## config.mk

```make
export PLATFORM = sky130hd
export DESIGN_NAME = lcm_cell
export DESIGN_NICKNAME = d
export VERILOG_FILES = /design/src/hw/lcm_pkg.sv /design/src/hw/lcm_cell.sv
export VERILOG_INCLUDE_DIRS = /design/src /design/src/hw
export SDC_FILE = /design/constraint.sdc
export NUM_CORES = 1
export LEC_CHECK = 0
export CORE_MARGIN = 2
export CORE_UTILIZATION = 64
export CTS_CLUSTER_SIZE = 25
export DETAILED_ROUTE_END_ITERATION = 10
export DONT_BUFFER_PORTS = 1
export GPL_ROUTABILITY_DRIVEN = 0
export PLACE_DENSITY = 0.87
export SETUP_SLACK_MARGIN = 0.15
export SLEW_MARGIN = 5
export SYNTH_ARGS = -nofsm -noshare
export SYNTH_HDL_FRONTEND = slang
export SYNTH_SLANG_ARGS = --single-unit
```

## constraint.sdc

```tcl
create_clock -name pclk -period 2.7 [get_ports pclk]
set_clock_uncertainty 0.05 [all_clocks]
set_input_delay 0.405 -clock pclk [delete_from_list [all_inputs] [get_ports pclk]]
set_output_delay 0.405 -clock pclk [all_outputs]
set_load 0.05 [all_outputs]
```

## src/hw/lcm_defs.svh

```systemverilog
// Register offsets, field positions, reset values for the logic cell block
`ifndef LCM_DEFS_SVH
`define LCM_DEFS_SVH

// ****************************************************************
// Register byte offsets
// ****************************************************************
`define LCM_CFG_ADDR        12'h000
`define LCM_LUT_ADDR        12'h004
`define LCM_STAT_ADDR       12'h008

// ****************************************************************
// Configuration fields
// ****************************************************************
`define LCM_CFG_OPM         0
`define LCM_CFG_CPM         2
`define LCM_CFG_RSTEN       5
`define LCM_CFG_CARRYSEL    6
`define LCM_CFG_LOCSEL      7
`define LCM_CFG_ROWSEL      8
`define LCM_CFG_REGSRC      9
`define LCM_CFG_CASEN       10
`define LCM_CFG_MASK        32'h0000_07ff

// ****************************************************************
// Reset values
// ****************************************************************
`define LCM_CFG_RST         32'h0000_0000
`define LCM_LUT_RST         16'h0000
`define LCM_SYNC_RST        3'h7

`endif

```

## src/hw/lcm_pkg.sv

```systemverilog
// Types shared by the logic cell block
package lcm_pkg;

  typedef enum logic [1:0] {
    LCM_OP_NORMAL = 2'h0,
    LCM_OP_ARITH  = 2'h1,
    LCM_OP_UPDN   = 2'h2,
    LCM_OP_CLRCNT = 2'h3
  } lcm_op_e;

  typedef enum logic [2:0] {
    LCM_CP_CLR    = 3'h0,
    LCM_CP_PRE    = 3'h1,
    LCM_CP_CLRPRE = 3'h2,
    LCM_CP_LDCLR  = 3'h3,
    LCM_CP_LDPRE  = 3'h4,
    LCM_CP_LDONLY = 3'h5
  } lcm_cp_e;

  typedef struct packed {
    logic        psel;
    logic        penable;
    logic        pwrite;
    logic [11:0] paddr;
    logic [31:0] pwdata;
  } lcm_apb_req_s;

  typedef struct packed {
    logic        pready;
    logic [31:0] prdata;
    logic        pslverr;
  } lcm_apb_rsp_s;

  typedef struct packed {
    logic data_a;
    logic data_b;
    logic load_source_input;
    logic direct_register_input;
    logic carry_in;
    logic cascade_in;
    logic group_control_a;
    logic group_control_b;
    logic clk_en;
  } lcm_cell_in_s;

  typedef struct packed {
    logic local_out;
    logic row_out;
    logic carry_out;
    logic cascade_out;
  } lcm_cell_out_s;

  typedef struct packed {
    logic [31:0] cfg;
    logic [15:0] lut;
    logic [31:0] rdata;
    logic        store;
    logic [2:0]  rst_sync;
    logic        rst_lvl;
  } lcm_state_s;

endpackage : lcm_pkg

```

## src/hw/lcm_cell.sv

```systemverilog
// Configurable logic cell with lookup, carry, cascade and register
`timescale 1ns/1ps
`include "lcm_defs.svh"
// Operation
// - Normal mode: four-input lookup, carry-in or load source selectable as input.
// - Normal mode: lookup output ANDed with cascade-in drives cascade-out.
// - Local and row outputs each independently pick register or lookup.
// - Direct register input can load register while lookup runs separately.
// - Packed register still obeys clock enable, clear and preset.
// - Arithmetic: two three-input lookups give sum and carry-out.
// - Arithmetic mode may use cascade chain together with carry chain.
// - Up/down counter: enable, direction, 2-to-1 load mux, fast carry.
// - Counter modes load asynchronously through clear and preset.
// - Clearable counter: cascade-in is synchronous clear ANDed after load mux.
// - Emulated tri-state bus: contention gives low, no driver gives high.
// - Internal clear and preset are active low; unused ones stay high.
// - Six asynchronous clear/preset/load modes chosen by configuration.
// - Enabled chip-wide reset overrides all; inverted registers read preset.
// - Clear mode: either group control clears, preset held inactive.
// - Preset mode: group control a loads a one.
// - Clear plus preset: control a sets, control b clears.
// - Load with clear: a loads load source, b only clears.
// - Load with preset: stored inverted, b presets, a loads.
// - Load only: a copies load source into register.
// - Register updates only on edges where clock enable is true or a clear, preset or chip reset is active.

module lcm_cell #(
  parameter int TRI_N = 4
) (
  // Clock and reset
  input  wire logic                  pclk,
  input  wire logic                  presetn,
  // Register bus
  input  wire lcm_pkg::lcm_apb_req_s apb_req,
  output      lcm_pkg::lcm_apb_rsp_s apb_rsp,
  // Cell data and controls from the cluster
  input  wire lcm_pkg::lcm_cell_in_s cell_in,
  output      lcm_pkg::lcm_cell_out_s cell_out,
  // Chip-wide reset pin
  input  wire logic                  chip_reset_n,
  // Emulated internal tri-state bus
  input  wire logic [TRI_N-1:0]      tri_data,
  input  wire logic [TRI_N-1:0]      tri_oe,
  output      logic                  tri_bus
);
  import lcm_pkg::*;

  if (TRI_N < 1 || TRI_N > 16) begin : g_check
    $error("TRI_N must lie between 1 and 16");
  end

  // ****************************************************************
  // Functions
  // ****************************************************************
  function automatic logic lut_pick(input logic [15:0] tab, input logic [3:0] idx);
    return tab[idx];
  endfunction : lut_pick

  // Contention and float resolve to fixed levels instead of X or Z
  function automatic logic tri_resolve(input logic [TRI_N-1:0] d,
                                       input logic [TRI_N-1:0] oe);
    logic [4:0] cnt;
    cnt = 5'h00;
    for (int i = 0; i < TRI_N; i++) begin
      cnt = cnt + {4'h0, oe[i]};
    end
    if (cnt == 5'h00) begin
      return 1'b1;
    end else if (cnt > 5'h01) begin
      return 1'b0;
    end else begin
      return |(d & oe);
    end
  endfunction : tri_resolve

  // ****************************************************************
  // State
  // ****************************************************************
  lcm_state_s s_q;
  lcm_state_s s_d;

  localparam lcm_state_s STATE_RST = '{
    cfg:      `LCM_CFG_RST,
    lut:      `LCM_LUT_RST,
    rdata:    32'h0000_0000,
    store:    1'b0,
    rst_sync: `LCM_SYNC_RST,
    rst_lvl:  1'b0
  };

  // ****************************************************************
  // Configuration decode
  // ****************************************************************
  lcm_op_e op;
  lcm_cp_e cp;
  logic    rst_en;
  logic    carry_sel;
  logic    loc_sel;
  logic    row_sel;
  logic    reg_src;
  logic    cas_en;

  assign op        = lcm_op_e'(s_q.cfg[`LCM_CFG_OPM +: 2]);
  assign cp        = lcm_cp_e'(s_q.cfg[`LCM_CFG_CPM +: 3]);
  assign rst_en    = s_q.cfg[`LCM_CFG_RSTEN];
  assign carry_sel = s_q.cfg[`LCM_CFG_CARRYSEL];
  assign loc_sel   = s_q.cfg[`LCM_CFG_LOCSEL];
  assign row_sel   = s_q.cfg[`LCM_CFG_ROWSEL];
  assign reg_src   = s_q.cfg[`LCM_CFG_REGSRC];
  assign cas_en    = s_q.cfg[`LCM_CFG_CASEN];

  // ****************************************************************
  // Asynchronous clear, preset and load
  // ****************************************************************
  logic ga;
  logic gb;
  logic lsi;
  logic inv;
  logic clr_req;
  logic pre_req;
  logic clear_n;
  logic preset_n;
  logic chip_rst;
  logic ovr;
  logic store_eff;
  logic cell_reg;

  assign ga  = cell_in.group_control_a;
  assign gb  = cell_in.group_control_b;
  assign lsi = cell_in.load_source_input;
  // Load-with-preset keeps the bit inverted so clear acts as preset
  assign inv = (cp == LCM_CP_LDPRE);

  always_comb begin
    clr_req = 1'b0;
    pre_req = 1'b0;
    case (cp)
      LCM_CP_CLR: begin
        clr_req = ga | gb;
      end
      LCM_CP_PRE: begin
        pre_req = ga;
      end
      LCM_CP_CLRPRE: begin
        pre_req = ga;
        clr_req = gb;
      end
      LCM_CP_LDCLR: begin
        pre_req = ga & lsi;
        clr_req = (ga & ~lsi) | gb;
      end
      LCM_CP_LDPRE: begin
        pre_req = ga & ~lsi;
        clr_req = (ga & lsi) | gb;
      end
      LCM_CP_LDONLY: begin
        pre_req = ga & lsi;
        clr_req = ga & ~lsi;
      end
      default: clr_req = 1'b0;
    endcase
  end

  // Unused control stays high, so inactive
  assign clear_n  = ~clr_req;
  assign preset_n = ~pre_req;
  assign chip_rst = rst_en & s_q.rst_lvl;
  assign ovr      = chip_rst | ~clear_n | ~preset_n;

  // Override shows at once; the flop catches it at the next edge
  always_comb begin
    if (chip_rst) begin
      store_eff = 1'b0;
    end else if (!clear_n) begin
      store_eff = 1'b0;
    end else if (!preset_n) begin
      store_eff = 1'b1;
    end else begin
      store_eff = s_q.store;
    end
  end

  assign cell_reg = store_eff ^ inv;

  // ****************************************************************
  // Lookup, carry and cascade
  // ****************************************************************
  logic [3:0] nidx;
  logic [2:0] aidx;
  logic       cnt_bit;
  logic       ld_bit;
  logic       up;
  logic       lut_out;
  logic       carry_out;
  logic       cascade_out;
  logic       next_val;

  assign nidx    = {cell_in.direct_register_input,
                    carry_sel ? cell_in.carry_in : lsi,
                    cell_in.data_b, cell_in.data_a};
  assign aidx    = {cell_in.carry_in, cell_in.data_b, cell_in.data_a};
  // Counter: data_a enables counting, data_b selects the load
  assign cnt_bit = cell_reg ^ (cell_in.data_a & cell_in.carry_in);
  assign ld_bit  = cell_in.data_b ? lsi : cnt_bit;
  assign up      = (op == LCM_OP_UPDN) ? cell_in.cascade_in : 1'b1;

  always_comb begin
    case (op)
      LCM_OP_NORMAL: begin
        lut_out   = lut_pick(s_q.lut, nidx);
        carry_out = 1'b0;
      end
      LCM_OP_ARITH: begin
        lut_out   = lut_pick(s_q.lut, {1'b0, aidx});
        carry_out = lut_pick(s_q.lut, {1'b1, aidx});
      end
      LCM_OP_UPDN: begin
        lut_out   = ld_bit;
        carry_out = cell_in.carry_in & (up ? cell_reg : ~cell_reg);
      end
      LCM_OP_CLRCNT: begin
        lut_out   = ld_bit & cell_in.cascade_in;
        carry_out = cell_in.carry_in & cell_reg;
      end
      default: begin
        lut_out   = 1'b0;
        carry_out = 1'b0;
      end
    endcase
  end

  // Counter modes use cascade-in as a control, so no chain there
  assign cascade_out = (cas_en && (op == LCM_OP_NORMAL || op == LCM_OP_ARITH))
                       ? (lut_out & cell_in.cascade_in) : lut_out;
  assign next_val    = (op == LCM_OP_NORMAL && reg_src)
                       ? cell_in.direct_register_input : lut_out;

  assign cell_out.local_out   = loc_sel ? cell_reg : lut_out;
  assign cell_out.row_out     = row_sel ? cell_reg : lut_out;
  assign cell_out.carry_out   = carry_out;
  assign cell_out.cascade_out = cascade_out;
  assign tri_bus              = tri_resolve(tri_data, tri_oe);

  // ****************************************************************
  // Register bus
  // ****************************************************************
  logic        setup_rd;
  logic        acc;
  logic        hit;
  logic [31:0] stat;

  assign setup_rd = apb_req.psel & ~apb_req.penable & ~apb_req.pwrite;
  assign acc      = apb_req.psel & apb_req.penable;
  assign hit      = (apb_req.paddr == `LCM_CFG_ADDR) ||
                    (apb_req.paddr == `LCM_LUT_ADDR) ||
                    (apb_req.paddr == `LCM_STAT_ADDR);
  assign stat     = {24'h00_0000, s_q.rst_lvl, tri_bus,
                     cell_out.row_out, cell_out.local_out, cascade_out,
                     carry_out, lut_out, cell_reg};

  // Zero wait state; read data was latched during setup
  assign apb_rsp.pready  = acc;
  assign apb_rsp.prdata  = s_q.rdata;
  assign apb_rsp.pslverr = acc & ~hit;

  // ****************************************************************
  // Next state
  // ****************************************************************
  always_comb begin
    s_d = s_q;
    // Pin synchroniser: first stage feeds only the second
    s_d.rst_sync = {s_q.rst_sync[1:0], chip_reset_n};
    if (s_q.rst_sync[1] == s_q.rst_sync[2]) begin
      s_d.rst_lvl = ~s_q.rst_sync[2];
    end
    if (setup_rd) begin
      case (apb_req.paddr)
        `LCM_CFG_ADDR:  s_d.rdata = s_q.cfg;
        `LCM_LUT_ADDR:  s_d.rdata = {16'h0000, s_q.lut};
        `LCM_STAT_ADDR: s_d.rdata = stat;
        default:        s_d.rdata = 32'h0000_0000;
      endcase
    end
    if (acc && apb_req.pwrite) begin
      if (apb_req.paddr == `LCM_CFG_ADDR) begin
        s_d.cfg = apb_req.pwdata & `LCM_CFG_MASK;
      end
      if (apb_req.paddr == `LCM_LUT_ADDR) begin
        s_d.lut = apb_req.pwdata[15:0];
      end
    end
    if (ovr) begin
      s_d.store = store_eff;
    end else if (cell_in.clk_en) begin
      s_d.store = next_val ^ inv;
    end
  end

  always_ff @(posedge pclk or negedge presetn) begin
    if (!presetn) begin
      s_q <= STATE_RST;
    end else begin
      s_q <= s_d;
    end
  end
endmodule : lcm_cell

```

==> impl_results.md <==
- Status: finished with violations
- Failing checks: setup timing
- Ports: 106
- Dpl ws: -39.3 ps
- Flop pwr share: 0.507
- Post-synth EDFFs: 0
- Cells along the critical path: nor2b_4 -> o21ai_1 -> a41o_2 -> a2111oi_4 -> a311oi_4 -> a221oi_2 -> buf_4 -> a21oi_4 -> buf_12
- CORE AREA: 0.00441 sq mm
- CP startpoint: cp[0]
- Area growth from synthesis to layout: 10.2%
- Clock tree buffer depth: 2
- Synth warn: 0
- Pin count of the biggest net entering global routing: 49
- P_int: 1.06 mW
- Top delay family on crit path: compound AO/OA/AOI/OAI gates
- Final HPWL DP: 4770 microns
- Routed WL per cell: 21.4 microns
- Worst Hold Class: input port to register
- P per Cell Area: 437 mW/mm^2
- Htree depth: 2
- Total grt overflow: 0
- Synth unique cells: 56
- Max-Cap Viols: 0
- Slowest-stage cell, CP: dfrtp_2
- Buffers added on ports: 0
- Vias per cell: 6.51
- Global-route wire length before repair: 11500 microns
- Achievable frequency: 331 MHz
- Die area: 0.00524 sq mm
- Via count: 2241
- Average cell area after synthesis: 10.5 sq um
- Combinational power share: 0.124
- Row count: 24
- Synth Register Bits: 48
- Post-layout util: 0.747
- Nets@finish: 362
- Hold path startpoint: chip_reset_n
- Synth area leader: dfrtp_1
- Post-route DRC: 0
- Post-layout min period: 3020 ps
- Final setup margin: -319 ps
- Critical Path Sink Type: output port
- Detail Route Antenna Nets: 0
- Placed Area: 0.00296 sq mm
- Period utilization: 1.12
- Ant. Diodes: 0
- Total clock sinks: 48
- Die Height: 72.4 microns
- Register area share after synthesis: 0.403
- Relative slew margins: 0.654
- CTS tree: yes
- Crit-path max cell delay: 430 ps
- CTS buffer count: 5
- Number of DRC markers in iteration 0: 185
- Clock-pin slew on the worst setup and hold paths: 90 ps
- Synthesized area: 0.00299 sq mm
- CP Class: register to output port
- Clock share of power: 0.369
- Cells after synthesis: 285
- CP arrival: 2560 ps
- Yosys top cell area share: 0.376
- Worst-Margin Slew: 518 ps
- Crit path buffers/inverters: 2
- Net Sw Frac: 0.267
- Synth top area cells: dfrtp_1 (38%), buf_4 (8.8%), mux2_2 (7.2%), mux2i_1 (5.4%), dfstp_2 (2.6%)
- Sw power: 385 uW
- Leak: 1.51 nW
- CP max FO: 6
- Drt pass-1 iters: 4
- RSZ-0062 raised after global routing: true
- WP data required: 2250 ps
- Final Hold Viols: 0
- Prevailing post-synth register cell: dfrtp_1
- Root Driver: clkbuf_8
- Setup crit start kind: register
- Reg2reg start: carry_sel
- Initial Util: 0.678
- GRT Util Overall: 0.294
- Fin cells: 344
- Placed Cells: 321
- Maximum vdd ir drop: 0.425 mV
- Final Max Slew Viols: 0
- Clk_lat worst skew: 310 ps
- Layout cells sized above 1: 0.315
- Setup TNS Final: -872 ps
- Vias in the first global route: 2327
- Design Area, Final: 0.00330 sq mm
- Ys async rst share: 1.00
- WL final: 7360 microns
- Die X-Extent: 72.4 microns
- Initial antenna violation count: 0
- Final setup fails: 4
## cell usage after synthesis (all sizes together), types with 2 or more instances
library cell and instances:
mux2 24, a32oi 2, nand2b 2, nor3 5, dfstp 3, nand2 21, inv 8, nor2 15
nor2b 4, a311oi 3, mux4 4, a22oi 3, ha 3, buf 41, nand3 4, xor2 2
clkbuf 5, or3 2, dfrtp 45, a21oi 14, o31ai 3, and2 5, mux2i 16, o21ai 20
nor4 3, a22o 7, a221oi 3, a21o 3
## through the flow
| stage | hold slack [ps] | total power [mW] |
|---|---|---|
| floorplan | 59.4 | 0.895 |
| global placement | 60.6 | 0.888 |
| detailed placement | 60.3 | 0.891 |
| CTS | 25.0 | 1.45 |
| global route | 17.7 | 1.50 |
| finish | 34.3 | 1.44 |
## metal layers
layer	vias to the layer above	track usage	share of wire
met4	0	0.128	0.032
met3	26	0.0958	0.10
li1	991	-	-
met1	1098	0.351	0.39
met5	-	0	0
met2	126	0.486	0.48
## sequential cells by signal, summed over array words and instances, names as in the netlist
signal and cells:
op 2, s_q 19, cas_en 1, s_d 2, row_sel 1, reg_src 1, apb_rsp 16, loc_sel 1
cp 3, carry_sel 1, rst_en 1
## kinds of logic after synthesis
family | Yosys count | synth area share
AO/OA/AOI/OAI | 70 | 0.178
AND/OR/NAND/NOR | 62 | 0.101
buffers and inverters | 54 | 0.115
flip-flops | 48 | 0.403
multiplexers | 44 | 0.176
adder cells (fa/ha/maj) | 4 | 0.0192
XOR/XNOR | 2 | 0.00586
other | 1 | 0.00125
## path summary, 6_finish.rpt
path	endpoint	slack [ps]	depth (start not counted)
worst max-delay path	cell_out[2]	-320	9
worst min-delay path	s_d[2]	30	0
worst max register to register	s_q[4]	200	11
worst min register to register	s_d[3]	310	0
max in group asynchronous	s_d[3]	1780	2
min in group asynchronous	apb_rsp[1]	540	2
## cell type report
class	instances	area [sq um]
clock inverters	3	47.5
flip-flops and latches	48	1210
fillers	307	1120
repair buffers	30	280
well taps	52	65.1
clock buffers	5	68.8
inverters	8	30.0
multi-input cells	198	1600
## power groups by stage
| stage | Sequential (mW) | Clock [mW] | Combinational [mW] |
|---|---|---|---|
| 2_1_floorplan | 0.742 | 0 | 0.153 |
| 3_3_place_gp | 0.744 | 0 | 0.144 |
| 3_5_place_dp | 0.744 | 0 | 0.147 |
| 4_1_cts | 0.730 | 0.546 | 0.175 |
| 5_1_grt | 0.731 | 0.579 | 0.192 |
| 6_report | 0.731 | 0.531 | 0.178 |
## cells in the final DEF (no fill, tap or decap), types with 4 or more instances in the layout
| cell | n |
|---|---|
| inv_1 | 8 |
| buf_4 | 24 |
| mux2_1 | 5 |
| a21oi_1 | 9 |
| nand2_1 | 21 |
| mux2i_1 | 15 |
| conb_1 | 16 |
| o21ai_1 | 5 |
| nor3_1 | 4 |
| nor2_1 | 14 |
| a22o_1 | 7 |
| clkbuf_8 | 5 |
| mux2_2 | 19 |
| dfrtp_1 | 42 |
| o21ai_0 | 14 |
| nand3_1 | 4 |
## what timing repair did
action,4_1_cts,5_1_grt
resized for setup,21,2
pin swaps,13,0
setup buffers,12,1
hold buffers,2,0
endpoints found under the setup margin,4,5
endpoints found under the hold margin,48,0
## worst reg2reg max path: cells and delay by family, from the launching register on
kind                   cells  cell delay (ps)
buffers and inverters      4              580
AO/OA/AOI/OAI              5              820
flip-flops                 1              410
multiplexers               2              520
No activity file was read; power rests on OpenSTA's default activity.
